## config.mk

```make
export PLATFORM = sky130hd
export DESIGN_NAME = tbqc_core
export DESIGN_NICKNAME = d
export VERILOG_FILES = /design/src/core/tbqc_pkg.sv /design/src/core/tbqc_core.sv
export SDC_FILE = /design/constraint.sdc
export NUM_CORES = 1
export LEC_CHECK = 0
export CORE_UTILIZATION = 35
export CTS_CLUSTER_DIAMETER = 50
export DETAILED_ROUTE_END_ITERATION = 12
export DONT_BUFFER_PORTS = 1
export GPL_TIMING_DRIVEN = 0
export PLACE_DENSITY = 0.48
export SYNTH_ARGS = -nofsm -noshare
export SYNTH_HDL_FRONTEND = slang
export SYNTH_SLANG_ARGS = --single-unit
```

## constraint.sdc

```tcl
create_clock -name sys_clk -period 2.7 [get_ports sys_clk]
set_clock_uncertainty 0.15 [all_clocks]
set_input_delay 0.405 -clock sys_clk [delete_from_list [all_inputs] [get_ports sys_clk]]
set_output_delay 0.405 -clock sys_clk [all_outputs]
set_load 0.01 [all_outputs]
```

## src/core/tbqc_pkg.sv

```systemverilog
package tbqc_pkg;
	localparam int ADDR_W = 32;
	localparam int DATA_W = 32;
	localparam int NUM_CH = 3;
	// register byte addresses
	localparam logic [31:0] CCR_BASE = 32'h4001_0000;
	localparam logic [31:0] CH_STRIDE = 32'h0000_0040;
	localparam logic [31:0] BCR_ADDR = 32'h4001_00C0;
	localparam logic [31:0] BMR_ADDR = 32'h4001_00C4;
	localparam logic [31:0] QIER_ADDR = 32'h4001_00C8;
	localparam logic [31:0] QIDR_ADDR = 32'h4001_00CC;
	localparam logic [31:0] QIMR_ADDR = 32'h4001_00D0;
	localparam logic [31:0] QISR_ADDR = 32'h4001_00D4;
	localparam logic [31:0] WPR_ADDR = 32'h4001_00E4;
	// write protect key sits in bits 31:8
	localparam logic [23:0] WP_KEY = 24'h54494D;
	localparam int WP_KEY_LSB = 8;
	localparam int WP_EN_BIT = 0;
	// command bits
	localparam int SYNC_BIT = 0;
	localparam int COUNTER_CLOCK_ENABLE_CMD_BIT = 0;
	localparam int COUNTER_CLOCK_DISABLE_CMD_BIT = 1;
	localparam int SOFTWARE_TRIGGER_CMD_BIT = 2;
	// block configuration fields
	localparam int XC0S_LSB = 0;
	localparam int XC1S_LSB = 2;
	localparam int XC2S_LSB = 4;
	localparam int DECODER_ENABLE_BIT = 8;
	localparam int POSITION_MEASURE_ENABLE_BIT = 9;
	localparam int SPEED_MEASURE_ENABLE_BIT = 10;
	localparam int TRANSPARENT_DECODING_BIT = 11;
	localparam int PHASE_A_ONLY_EDGES_BIT = 12;
	localparam int INVERT_PHASE_A_BIT = 13;
	localparam int INVERT_PHASE_B_BIT = 14;
	localparam int INVERT_INDEX_BIT = 15;
	localparam int SWAP_BIT = 16;
	localparam int IDXSEL_BIT = 17;
	localparam int FILTER_BIT = 19;
	localparam int MAXF_LSB = 20;
	localparam int MAXF_W = 6;
	localparam logic [31:0] BMR_WMASK = 32'h03FB_FF3F;
	localparam logic [31:0] BMR_RESET = 32'h0000_0000;
	// clock source selector codes
	localparam logic [1:0] XSEL_PIN = 2'h0;
	localparam logic [1:0] XSEL_LINE_X = 2'h2;
	localparam logic [1:0] XSEL_LINE_2 = 2'h3;
	// event bits in mask and status
	localparam int EV_IDX = 0;
	localparam int EV_DIRECTION_CHANGE_EVENT = 1;
	localparam int EV_QUADRATURE_ERROR_EVENT = 2;
	localparam int DIR_BIT = 8;
	localparam int GAP_W = 7;
	localparam logic [6:0] GAP_MAX = 7'h7F;
endpackage

```

## src/core/tbqc_core.sv

```systemverilog
`timescale 1ns/1ps
module tbqc_core
	import tbqc_pkg::*;
(
	input wire logic sys_clk,
	input wire logic resetn,
	input wire logic psel,
	input wire logic penable,
	input wire logic pwrite,
	input wire logic [tbqc_pkg::ADDR_W-1:0] paddr,
	input wire logic [tbqc_pkg::DATA_W-1:0] pwdata,
	output logic [tbqc_pkg::DATA_W-1:0] prdata,
	output logic pready,
	output logic pslverr,
	input wire logic [tbqc_pkg::NUM_CH-1:0] extClkPin,
	input wire logic chan0LineA,
	input wire logic chan0LineB,
	input wire logic chan1LineA,
	input wire logic chan2LineA,
	output logic [tbqc_pkg::NUM_CH-1:0] externalClock,
	output logic [tbqc_pkg::NUM_CH-1:0] chanTrigger,
	output logic [tbqc_pkg::NUM_CH-1:0] chanClockOn,
	output logic phaseA,
	output logic phaseB,
	output logic indexLevel,
	output logic countEdge,
	output logic direction,
	output logic posMeasureOn,
	output logic speedMeasureOn,
	output logic decoderIrq
);
	import tbqc_pkg::*;

	typedef struct packed {
		logic [31:0] bmr;
		logic write_protect_enable;
		logic [2:0] mask;
		logic [2:0] flags;
		logic [2:0] reported;
		logic [2:0][MAXF_W-1:0] fltCnt;
		logic [2:0] stab;
		logic [GAP_W-1:0] gap;
		logic dir;
		logic edgePulse;
		logic [2:0] chanClk;
		logic [2:0] chanTrig;
		logic [2:0] extClk;
		logic pready;
		logic [31:0] prdata;
		logic pslverr;
		logic irq;
		logic position_measure_enable;
		logic speed_measure_enable;
	} tbqc_state_t;

	tbqc_state_t s_r;
	tbqc_state_t s_nxt;
	logic setupPh;
	logic accPh;
	logic [2:0] cond;
	logic [2:0] edgeF;
	logic [2:0] ev;
	logic [2:0] clr;
	logic [MAXF_W-1:0] maxf;
	logic qdOn;

	// pick a source selected by a two-bit code
	function automatic logic pickClk(input logic [1:0] sel, input logic pin,
		input logic lineX, input logic line2);
		logic r;
		r = 1'b0;
		case (sel)
			XSEL_PIN: r = pin;
			XSEL_LINE_X: r = lineX;
			XSEL_LINE_2: r = line2;
			default: r = 1'b0;
		endcase
		return r;
	endfunction

	// true for every decoded address
	function automatic logic isMapped(input logic [31:0] a);
		logic m;
		m = (a == BCR_ADDR) || (a == BMR_ADDR) || (a == QIER_ADDR) || (a == QIDR_ADDR);
		m = m || (a == QIMR_ADDR) || (a == QISR_ADDR) || (a == WPR_ADDR);
		for (int c = 0; c < NUM_CH; c++)
		begin
			m = m || (a == CCR_BASE + 32'(c) * CH_STRIDE);
		end
		return m;
	endfunction

	// next-state logic of the whole block
	always_comb
	begin
		s_nxt = s_r;
		s_nxt.chanTrig = '0;
		s_nxt.edgePulse = 1'b0;
		ev = '0;
		clr = '0;
		maxf = s_r.bmr[MAXF_LSB +: MAXF_W];
		qdOn = s_r.bmr[DECODER_ENABLE_BIT];
		setupPh = psel & ~penable;
		accPh = psel & penable & s_r.pready;

		// apb: one wait-free access phase, read data prepared in setup
		s_nxt.pready = setupPh;
		s_nxt.pslverr = 1'b0;
		if (setupPh)
		begin
			s_nxt.pslverr = ~isMapped(paddr);
			s_nxt.prdata = '0;
			s_nxt.reported = '0;
			case (paddr)
				BMR_ADDR: s_nxt.prdata = s_r.bmr;
				QIMR_ADDR: s_nxt.prdata = {29'h0, s_r.mask};
				QISR_ADDR:
				begin
					s_nxt.prdata = {23'h0, s_r.dir, 5'h0, s_r.flags};
					s_nxt.reported = s_r.flags;
				end
				WPR_ADDR: s_nxt.prdata = {31'h0, s_r.write_protect_enable};
				default: s_nxt.prdata = '0;
			endcase
		end

		// status read clears only the flags it reported
		if (accPh && !pwrite && paddr == QISR_ADDR)
			clr = s_r.reported;

		// register writes
		if (accPh && pwrite)
		begin
			case (paddr)
				BCR_ADDR:
					if (pwdata[SYNC_BIT])
						s_nxt.chanTrig = '1;
				BMR_ADDR:
					if (!s_r.write_protect_enable)
						s_nxt.bmr = pwdata & BMR_WMASK;
				QIER_ADDR: s_nxt.mask = s_r.mask | pwdata[2:0];
				QIDR_ADDR: s_nxt.mask = s_r.mask & ~pwdata[2:0];
				WPR_ADDR:
					if (pwdata[31:WP_KEY_LSB] == WP_KEY)
						s_nxt.write_protect_enable = pwdata[WP_EN_BIT];
				default:
				begin
				end
			endcase
			// per-channel commands, disable beats the clock start of enable and trigger, the trigger pulse still fires
			for (int c = 0; c < NUM_CH; c++)
			begin
				if (paddr == CCR_BASE + 32'(c) * CH_STRIDE)
				begin
					if (pwdata[SOFTWARE_TRIGGER_CMD_BIT])
					begin
						s_nxt.chanTrig[c] = 1'b1;
						s_nxt.chanClk[c] = 1'b1;
					end
					if (pwdata[COUNTER_CLOCK_ENABLE_CMD_BIT])
						s_nxt.chanClk[c] = 1'b1;
					if (pwdata[COUNTER_CLOCK_DISABLE_CMD_BIT])
						s_nxt.chanClk[c] = 1'b0;
				end
			end
		end
		// a sync trigger also starts every clock
		for (int c = 0; c < NUM_CH; c++)
		begin
			if (s_nxt.chanTrig[c] && !(accPh && pwrite && pwdata[COUNTER_CLOCK_DISABLE_CMD_BIT]
				&& paddr == CCR_BASE + 32'(c) * CH_STRIDE))
				s_nxt.chanClk[c] = 1'b1;
		end

		// external clock routing
		s_nxt.extClk[0] = pickClk(s_r.bmr[XC0S_LSB +: 2], extClkPin[0],
			chan1LineA, chan2LineA);
		s_nxt.extClk[1] = pickClk(s_r.bmr[XC1S_LSB +: 2], extClkPin[1],
			chan0LineA, chan2LineA);
		s_nxt.extClk[2] = pickClk(s_r.bmr[XC2S_LSB +: 2], extClkPin[2],
			chan1LineA, chan2LineA);

		// input conditioning: invert, swap, index source
		cond[0] = chan0LineA ^ s_r.bmr[INVERT_PHASE_A_BIT];
		cond[1] = chan0LineB ^ s_r.bmr[INVERT_PHASE_B_BIT];
		if (s_r.bmr[SWAP_BIT])
			cond[1:0] = {cond[0], cond[1]};
		cond[2] = (s_r.bmr[IDXSEL_BIT] ? chan0LineB : chan1LineA)
			^ s_r.bmr[INVERT_INDEX_BIT];

		// glitch filters: a level must hold maxf+1 cycles to pass
		for (int i = 0; i < 3; i++)
		begin
			if (!qdOn || !s_r.bmr[FILTER_BIT])
			begin
				s_nxt.stab[i] = cond[i];
				s_nxt.fltCnt[i] = '0;
			end
			else if (cond[i] == s_r.stab[i])
				s_nxt.fltCnt[i] = '0;
			else if (s_r.fltCnt[i] >= maxf)
			begin
				s_nxt.stab[i] = cond[i];
				s_nxt.fltCnt[i] = '0;
			end
			else
				s_nxt.fltCnt[i] = s_r.fltCnt[i] + 1'b1;
		end
		edgeF = qdOn ? (s_nxt.stab ^ s_r.stab) : 3'b000;

		// quadrature error: phase edges closer than maxf+1 cycles
		if (!qdOn)
			s_nxt.gap = GAP_MAX;
		else if (edgeF[1:0] != 2'b00)
		begin
			if (s_r.gap < {1'b0, maxf})
				ev[EV_QUADRATURE_ERROR_EVENT] = 1'b1;
			s_nxt.gap = '0;
		end
		else if (s_r.gap != GAP_MAX)
			s_nxt.gap = s_r.gap + 1'b1;

		// counted edges and direction
		if (edgeF[0] || (edgeF[1] && !s_r.bmr[PHASE_A_ONLY_EDGES_BIT]))
		begin
			s_nxt.edgePulse = 1'b1;
			if (!s_r.bmr[TRANSPARENT_DECODING_BIT])
			begin
				s_nxt.dir = edgeF[0] ? (s_nxt.stab[0] ^ s_nxt.stab[1])
					: ~(s_nxt.stab[0] ^ s_nxt.stab[1]);
				ev[EV_DIRECTION_CHANGE_EVENT] = s_nxt.dir != s_r.dir;
			end
		end
		ev[EV_IDX] = edgeF[2] & s_nxt.stab[2];

		// sticky flags, a new event wins over the read clear
		s_nxt.flags = (s_r.flags & ~clr) | ev;
		s_nxt.irq = |(s_r.flags & s_r.mask);
		s_nxt.position_measure_enable = qdOn & s_r.bmr[POSITION_MEASURE_ENABLE_BIT];
		s_nxt.speed_measure_enable = qdOn & s_r.bmr[SPEED_MEASURE_ENABLE_BIT];
	end

	// state register with synchronous reset
	always_ff @(posedge sys_clk)
	begin
		if (!resetn)
		begin
			s_r <= '0;
			s_r.bmr <= BMR_RESET;
			s_r.gap <= GAP_MAX;
		end
		else
			s_r <= s_nxt;
	end

	// outputs straight from the state register
	assign prdata = s_r.prdata;
	assign pready = s_r.pready;
	assign pslverr = s_r.pslverr;
	assign externalClock = s_r.extClk;
	assign chanTrigger = s_r.chanTrig;
	assign chanClockOn = s_r.chanClk;
	assign phaseA = s_r.stab[0];
	assign phaseB = s_r.stab[1];
	assign indexLevel = s_r.stab[2];
	assign countEdge = s_r.edgePulse;
	assign direction = s_r.dir;
	assign posMeasureOn = s_r.position_measure_enable;
	assign speedMeasureOn = s_r.speed_measure_enable;
	assign decoderIrq = s_r.irq;

	// checks
	AST_SYNC: assert property (@(posedge sys_clk) disable iff (!resetn)
		accPh && pwrite && paddr == BCR_ADDR && pwdata[SYNC_BIT]
		|=> chanTrigger == 3'b111 ##1 chanTrigger == 3'b000)
		else $error("sync write did not trigger all channels once");
	AST_WPROT: assert property (@(posedge sys_clk) disable iff (!resetn)
		accPh && pwrite && paddr == BMR_ADDR && s_r.write_protect_enable |=> $stable(s_r.bmr))
		else $error("protected block configuration changed");
	AST_XC0: assert property (@(posedge sys_clk) disable iff (!resetn)
		s_r.bmr[1:0] == XSEL_LINE_X |=> externalClock[0] == $past(chan1LineA))
		else $error("ext clock 0 not routed from channel 1 line A");
	AST_XC1: assert property (@(posedge sys_clk) disable iff (!resetn)
		s_r.bmr[3:2] == XSEL_LINE_X |=> externalClock[1] == $past(chan0LineA))
		else $error("ext clock 1 not routed from channel 0 line A");
	AST_XC2: assert property (@(posedge sys_clk) disable iff (!resetn)
		s_r.bmr[5:4] == XSEL_LINE_2 |=> externalClock[2] == $past(chan2LineA))
		else $error("ext clock 2 not routed from channel 2 line A");
	AST_QDOFF: assert property (@(posedge sys_clk) disable iff (!resetn)
		!qdOn |=> !countEdge && !posMeasureOn && !speedMeasureOn)
		else $error("decoder active while disabled");
	AST_TRANS: assert property (@(posedge sys_clk) disable iff (!resetn)
		s_r.bmr[TRANSPARENT_DECODING_BIT] |=> $stable(direction) && !s_r.flags[EV_DIRECTION_CHANGE_EVENT]
		|| $past(s_r.flags[EV_DIRECTION_CHANGE_EVENT]))
		else $error("direction decoded in transparent mode");
	AST_FILT: assert property (@(posedge sys_clk) disable iff (!resetn)
		qdOn && s_r.bmr[FILTER_BIT] && s_nxt.stab[0] != s_r.stab[0]
		|-> s_r.fltCnt[0] == maxf)
		else $error("filtered phase passed a short pulse");
	AST_COUNTER_CLOCK_DISABLE_CMD: assert property (@(posedge sys_clk) disable iff (!resetn)
		accPh && pwrite && paddr == CCR_BASE && pwdata[COUNTER_CLOCK_DISABLE_CMD_BIT]
		|=> !chanClockOn[0])
		else $error("clock disable command ignored");
	AST_SOFTWARE_TRIGGER_CMD: assert property (@(posedge sys_clk) disable iff (!resetn)
		accPh && pwrite && paddr == CCR_BASE && pwdata[SOFTWARE_TRIGGER_CMD_BIT] && !pwdata[COUNTER_CLOCK_DISABLE_CMD_BIT]
		|=> chanTrigger[0] && chanClockOn[0])
		else $error("software trigger did not start channel 0");
	AST_MASK: assert property (@(posedge sys_clk) disable iff (!resetn)
		accPh && pwrite && paddr == QIER_ADDR && pwdata[EV_QUADRATURE_ERROR_EVENT] |=> s_r.mask[EV_QUADRATURE_ERROR_EVENT])
		else $error("interrupt enable write did not set mask");
	AST_QUADRATURE_ERROR_EVENT: assert property (@(posedge sys_clk) disable iff (!resetn)
		edgeF[1:0] != 2'b00 && s_r.gap < {1'b0, maxf} |=> s_r.flags[EV_QUADRATURE_ERROR_EVENT])
		else $error("close phase edges not flagged");
	AST_IRQ: assert property (@(posedge sys_clk) disable iff (!resetn)
		|(s_r.flags & s_r.mask) |=> decoderIrq)
		else $error("interrupt request missing");
	AST_POS: assert property (@(posedge sys_clk) disable iff (!resetn)
		qdOn && s_r.bmr[POSITION_MEASURE_ENABLE_BIT] |=> posMeasureOn)
		else $error("position measurement not enabled");
	AST_SPEED: assert property (@(posedge sys_clk) disable iff (!resetn)
		qdOn && s_r.bmr[SPEED_MEASURE_ENABLE_BIT] |=> speedMeasureOn)
		else $error("speed measurement not enabled");
	AST_PHASE_A_ONLY_EDGES: assert property (@(posedge sys_clk) disable iff (!resetn)
		s_r.bmr[PHASE_A_ONLY_EDGES_BIT] && !edgeF[0] |=> !countEdge)
		else $error("phase B edge counted in phase A only mode");
	AST_XC0PIN: assert property (@(posedge sys_clk) disable iff (!resetn)
		s_r.bmr[1:0] == XSEL_PIN |=> externalClock[0] == $past(extClkPin[0]))
		else $error("ext clock 0 not routed from its pin");
	AST_IDXEV: assert property (@(posedge sys_clk) disable iff (!resetn)
		edgeF[2] && s_nxt.stab[2] |=> s_r.flags[EV_IDX])
		else $error("index rise not flagged");
	AST_RDCLR: assert property (@(posedge sys_clk) disable iff (!resetn)
		accPh && !pwrite && paddr == QISR_ADDR && ev == 3'b000
		|=> (s_r.flags & $past(s_r.reported)) == 3'b000)
		else $error("reported status flag survived its read");
	AST_DIRBIT: assert property (@(posedge sys_clk) disable iff (!resetn)
		setupPh && paddr == QISR_ADDR |=> prdata[DIR_BIT] == $past(direction))
		else $error("status direction bit wrong");
	AST_MASKRD: assert property (@(posedge sys_clk) disable iff (!resetn)
		setupPh && paddr == QIMR_ADDR |=> prdata[2:0] == $past(s_r.mask))
		else $error("mask read data wrong");
	AST_INV: assert property (@(posedge sys_clk) disable iff (!resetn)
		!s_r.bmr[SWAP_BIT] && !(qdOn && s_r.bmr[FILTER_BIT])
		|=> phaseA == ($past(chan0LineA) ^ $past(s_r.bmr[INVERT_PHASE_A_BIT])))
		else $error("phase A polarity wrong");
	AST_SWAP: assert property (@(posedge sys_clk) disable iff (!resetn)
		s_r.bmr[SWAP_BIT] && !(qdOn && s_r.bmr[FILTER_BIT])
		|=> phaseA == ($past(chan0LineB) ^ $past(s_r.bmr[INVERT_PHASE_B_BIT])))
		else $error("phases not swapped");
	AST_IDXSRC: assert property (@(posedge sys_clk) disable iff (!resetn)
		s_r.bmr[IDXSEL_BIT] && !(qdOn && s_r.bmr[FILTER_BIT])
		|=> indexLevel == ($past(chan0LineB) ^ $past(s_r.bmr[INVERT_INDEX_BIT])))
		else $error("index not taken from channel 0 line B");
endmodule

```

# ---- Yosys cells after proc, flatten, opt, wreduce, memory -nomap -nowiden
# Cells that the tools add are included.
dict set report op_classes {
  add_sub_neg 4
  n_mul 0
  n_div 0
  n_lt_le_gt_ge 4
  n_eq_ne 22
  shift 0
  mux 46
  bitwise_logic 24
  reduce_logical 57
}
# op n
set ops {}
lappend ops {{32-bit by 31-bit == test with 1-bit output, second input constant} 10}
lappend ops {{26-bit one-hot mux with 4 select lines} 1}
lappend ops {{1-bit two-way mux} 32}
lappend ops {{24-bit by 23-bit == test with 1-bit output, second input constant} 1}
lappend ops {{6-bit by 1-bit adder with 6-bit output, second input constant} 3}
lappend ops {{6-bit greater-or-equal comparator} 3}
lappend ops {{2-bit nonzero test} 9}
lappend ops {{3-bit two-way mux} 5}
lappend ops {{3-bit AND reduction} 5}
lappend ops {{7-bit two-way mux} 2}
lappend ops {{2-bit == test, second input constant} 6}
lappend ops {{4-bit nonzero test} 3}
lappend ops {{4-bit OR reduction} 3}
lappend ops {{1-bit logical AND} 11}
lappend ops {{1-bit logical OR} 11}
lappend ops {{3-bit bitwise AND} 3}
lappend ops {{1-bit one-hot mux with 3 select lines} 3}
lappend ops {{2-bit AND reduction} 4}
lappend ops {{7-bit by 1-bit adder with 7-bit output, second input constant} 1}
lappend ops {{1-bit zero test} 7}
lappend ops {{7-bit by 6-bit < comparator with 1-bit output} 1}
lappend ops {{7-bit inequality test, second input constant} 1}
lappend ops {{1-bit bitwise AND} 6}
lappend ops {{2-bit zero test} 3}
lappend ops {{other kinds (11)} 23}
dict set report word_totals {
  register_bits 109
  latch_bits 0
  ram_bits 0
  romBits 0
  inputBits 76
  word_cells 180
  memories 0
}

# ---- Depth between registers and ports, before layout
dict set report logic_depth {
  word_depth 12
  mapped_depth 10
  ltp_nobuf 9
}

# ---- Least setup slack after synthesis
# OpenSTA, ideal clock, no wires.
dict set report synth_timing {
  path_type {in2reg}
  startpoint {input port paddr[27] (netlist bit)}
  endpoint {register s_r (netlist bit qdOn)}
  arrival_ns 1.986
  slack_ns 0.425
  stages 9
  path_cell_list {nor4b_2 nand4_2 nor2_4 nand2_4 or4_4 buf_6 buf_12 nand2_2 a21oi_2}
}
dict set report synth_via {
  elab_chain_len 2
}
# element line_no
set synth_lines {}
lappend synth_lines {{from (decl)} tbqc_core.sv:10} ;# input wire logic [tbqc_pkg::ADDR_W-1:0] paddr,
lappend synth_lines {{32-bit by 31-bit == test with 1-bit output} tbqc_core.sv:134} ;# case (paddr)
lappend synth_lines {{3-bit AND reduction (no line)} -}
lappend synth_lines {{to (signal assigned)} tbqc_core.sv:253} ;# s_r <= s_nxt;
lappend synth_lines {{to (decl)} tbqc_core.sv:56} ;# tbqc_state_t s_r;
# Every way passes these cells.
# A chain may end at the register's enable or synchronous reset.

# ---- Final worst setup path
dict set report layout_timing {
  startpoint {register s_r (netlist bit maxf[3])}
  endpoint {register s_r[80] (netlist bit)}
}
dict set report layout_via {
  elab_chain_len 11
  elab_cells_between_ends 19
}
# element line_no
set layout_lines {}
lappend layout_lines {{6-bit greater-or-equal comparator} tbqc_core.sv:201} ;# else if (s_r.fltCnt[i] >= maxf)
lappend layout_lines {{1-bit two-way mux} tbqc_core.sv:201}
lappend layout_lines {{1-bit two-way mux} tbqc_core.sv:199} ;# else if (cond[i] == s_r.stab[i])
lappend layout_lines {{1-bit two-way mux} tbqc_core.sv:194} ;# if (!qdOn || !s_r.bmr[FILTER_BIT])
lappend layout_lines {{3-bit bitwise XOR or 1-bit bitwise XOR (tied branches)} {tbqc_core.sv:209, tbqc_core.sv:229, tbqc_core.sv:230}}
lappend layout_lines {{3-bit two-way mux or 1-bit NOT (tied branches)} {tbqc_core.sv:209, tbqc_core.sv:230}}
lappend layout_lines {{1-bit two-way mux} tbqc_core.sv:229} ;# s_nxt.dir = edgeF[0] ? (s_nxt.stab[0] ^ s_nxt.stab[1])
lappend layout_lines {{1-bit inequality test} tbqc_core.sv:231} ;# ev[EV_DIRECTION_CHANGE_EVENT] = s_nxt.dir != s_r.dir;
lappend layout_lines {{1-bit two-way mux} tbqc_core.sv:227} ;# if (!s_r.bmr[TRANSPARENT_DECODING_BIT])
lappend layout_lines {{1-bit two-way mux *} tbqc_core.sv:224} ;# if (edgeF[0] || (edgeF[1] && !s_r.bmr[PHASE_A_ONLY_EDGES_BIT]))
lappend layout_lines {{3-bit OR *} tbqc_core.sv:237} ;# s_nxt.flags = (s_r.flags & ~clr) | ev;
# Every way passes the cells marked *; elsewhere a longest branch is shown, timed or not.

==> results.cfg <==
[floorplanning]
die_y_microns = 122.6
rows = 43
io_pins = 127
die_w_microns = 122.6
initial_core_util_pct = 36.27
die_area_sq_mm = 0.01504
core_sq_mm = 0.01404

[yosys]
yosysMostFrequentCell = dfxtp_1
synth-seq-cells = 100
syn_area_sq_mm = 0.005094
synth_sequential_area_ratio_pct = 39.30
synth-main-ff-cell = dfxtp_1
synthAdderAreaFrac_pct = 6.632
synth_mux_area_share_pct = 3.292
ys_async_sr_fraction_pct = 0
synth_warnings = 0
syn_inst = 576
yosysTopAreaCell = dfxtp_1
synthXorXnorAreaFrac_pct = 3.955
synth-simple-area-share_pct = 22.30
synth_compound_area_share_pct = 14.69
synth_top_family_by_area = simple AND/OR/NAND/NOR gates
synth_edf_count = 0
synth_cell_types = 63
yosys-top-cells-area = dfxtp_1 (39%), ha_1 (6.6%), buf_4 (6.0%)
syn_avg_cell_area_sq_um = 8.843
yosysTopAreaCellShare_pct = 39.30
synth_commonest_cells = dfxtp_1 (100), nor2_1 (74), nand2_1 (58)

[hold_path]
whs_endpoint = s_r[86]$_SDFFE_PN0P_
hold_class = in -> reg
hold_depth = 2
holdCritStartpoint = pwdata[0]

[setup_path]
crit_arrival_ps = 2600
crit_top_cell = o211ai_1
rr_startpoint = maxf[3]$_SDFFE_PN0P_
cp_max_fo = 4
reg2reg_to = s_r[80]$_SDFF_PN0_
ff2ff_path_depth = 9
cp_slowest_cell = dfxtp_1
critPathRequiredTime_ps = 2800
startpoint_type = flop
path_buf_inv = 1
cp_cell_sequence = inv_1, ha_1, a211o_1, o211ai_1, o211ai_1, mux2i_1, xnor2_1, xor2_1, a31o_2
end_kind = flop
slowest_delay_ps = 370
rrSetupSlack_ps = 200
crit_type = reg -> reg
crit_family = compound AO/OA/AOI/OAI gates

[run]
drv_cap = 0

[sta]
fin_ws_ps = 200.9
slew-limit-headroom_pct = 53.30
setup-violations-final = 0
tightest_slew_ps = 697.6
fmax_mhz = 400.2
setup_tns_ps = 0
period_share_pct = 92.56
finalMaxSlewViolations = 0
period_needed_ps = 2499
worst_hold_slack_ps = 34.15
hold_viol = 0
rsz0062_at_grt = no

[clock_tree]
clock-sinks = 100
cts_tree = built
cts_root_buffer = clkbuf_16
cts_buffers = 9
hold_buffers = 0
clk_pin_slew_ps = 70
htreeDepth = 3
cts_buffer_depth = 2
clk_latency_ps = 350

[global_routing]
grt_max_degree = 17
gr-total-overflow = 0
grt_pass1_vias = 3899
met2_usage_pct = 27.60
use_met3_pct = 4.879
use_met1_pct = 23.63
antenna_found_initial = 0
grt_first_pass_wirelength_microns = 20110
top_usage_layer = met2
grt_use_total_pct = 17.56

[drt]
drt_pass1_iterations = 4
drt_iter0_drc = 298
drt_wl_total_microns = 12830
via_count = 4018
vias_per_cell = 5.151
ant_nets = 0
drc = 0
post_drt_wl_per_cell_microns = 16.44

[power_and_ir_drop]
power.density_mw_per_mm2 = 544.1
vdd_drop_max_mv = 0.3310
p_leak_nw = 2.131

[placed_design]
gp_congestion = 0.8613
port_buffers = 0
pre_cts_ws_ps = 88.57
dp_hpwl_microns = 10020

[cells_and_area]
diodes = 0
final_nets = 698
syn2layout_area_growth_pct = 11.89
drive_gt1_share_pct = 17.50

[run_status]
status = completed
-- cells by family (layout without fill, tap and decap cells) --
kind of cell	after synthesis	count (layout)
buffers and inverters	79	95
AND/OR/NAND/NOR	219	219
AO/OA/AOI/OAI	111	111
XOR/XNOR	23	23
adder cells (fa/ha/maj)	27	27
multiplexers	16	16
flip-flops	100	100
other	1	9
-- placed cells by master, fill, tap and decap left out, types with 9 or more instances in the layout --
master	synthesis	final
a21oi_2	10	10
nand2_1	58	58
mux2i_1	10	10
nand2_2	10	10
xor2_1	11	11
o21ai_0	13	13
a22oi_1	24	24
nand3_1	13	13
buf_4	41	41
xnor2_1	12	12
clkbuf_1	15	16
dfxtp_1	100	99
conb_1	1	9
a21oi_1	29	29
ha_1	27	27
clkbuf_16	0	9
nor2_1	74	74
inv_1	15	15
-- sequential cells by signal, summed over array words and instances (netlist names), 3 cells and up, named ones only --
name,flops
prdata,23
maxf,6
chanTrigger,3
chanClockOn,3
s_r,48
externalClock,3
-- worst max path at each step --
stage                              start                 end  cells past startpoint
global placement    maxf[0]$_SDFFE_PN0P_  s_r[81]$_SDFF_PN0_                      7
finish              maxf[3]$_SDFFE_PN0P_  s_r[80]$_SDFF_PN0_                      9
global route        maxf[3]$_SDFFE_PN0P_  s_r[80]$_SDFF_PN0_                      9
CTS                 maxf[3]$_SDFFE_PN0P_  s_r[81]$_SDFF_PN0_                      7
floorplan                      paddr[27]   qdOn$_SDFFE_PN0P_                      9
detailed placement  maxf[3]$_SDFFE_PN0P_  s_r[81]$_SDFF_PN0_                      7
-- layout make-up --
type,count,area [sq um]
fill,1419,8343
multi-input combinational,405,2634
inverter,16,60.06
buffer,63,436.7
tap,180,225.2
clock inverter,6,111.4
clock buffer,10,229.0
sequential,100,2003
-- report_power, final --
group / total [W] / leakage (nW) / internal [W] / switching (W)
clock: 0.00151 / 0.163 / 0.000909 / 0.000599
combinational: 0.000107 / 1.16 / 0.0000384 / 0.0000689
sequential: 0.00149 / 0.808 / 0.00148 / 0.00000671
total: 0.00310 / 2.13 / 0.00243 / 0.000674
-- layer usage --
metal	vias to the layer above	wire length, microns
li1	1999	-
met1	1883	6121
met2	123	5725
met3	13	834
met4	0	144
met5	-	0
-- metrics by stage --
step	util [%]	instances	total power, W	area [sq um]
global placement	38.09	764	0.001628	5349
detailed placement	38.09	764	0.001628	5349
global route	40.59	780	0.003196	5699
finish	40.59	780	0.003101	5699
CTS	40.52	780	0.003128	5689
floorplan	-	584	0.001603	5124
-- worst register-to-register path: cells and delay by family (launching register included) --
kind                       cells  cell delay, ps
AOI/OAI and AO/OA              4             820
xor gates and xnor gates       2             300
adders and majority gates      1             310
buffers and inverters          1             140
DFF                            1             370
muxes                          1             310
-- repair_timing --
item,in CTS,in global routing
setup endpoints to repair,0,14
gates resized for setup,0,4
buffers inserted,0,0
Power figures use the tool's default switching activity.
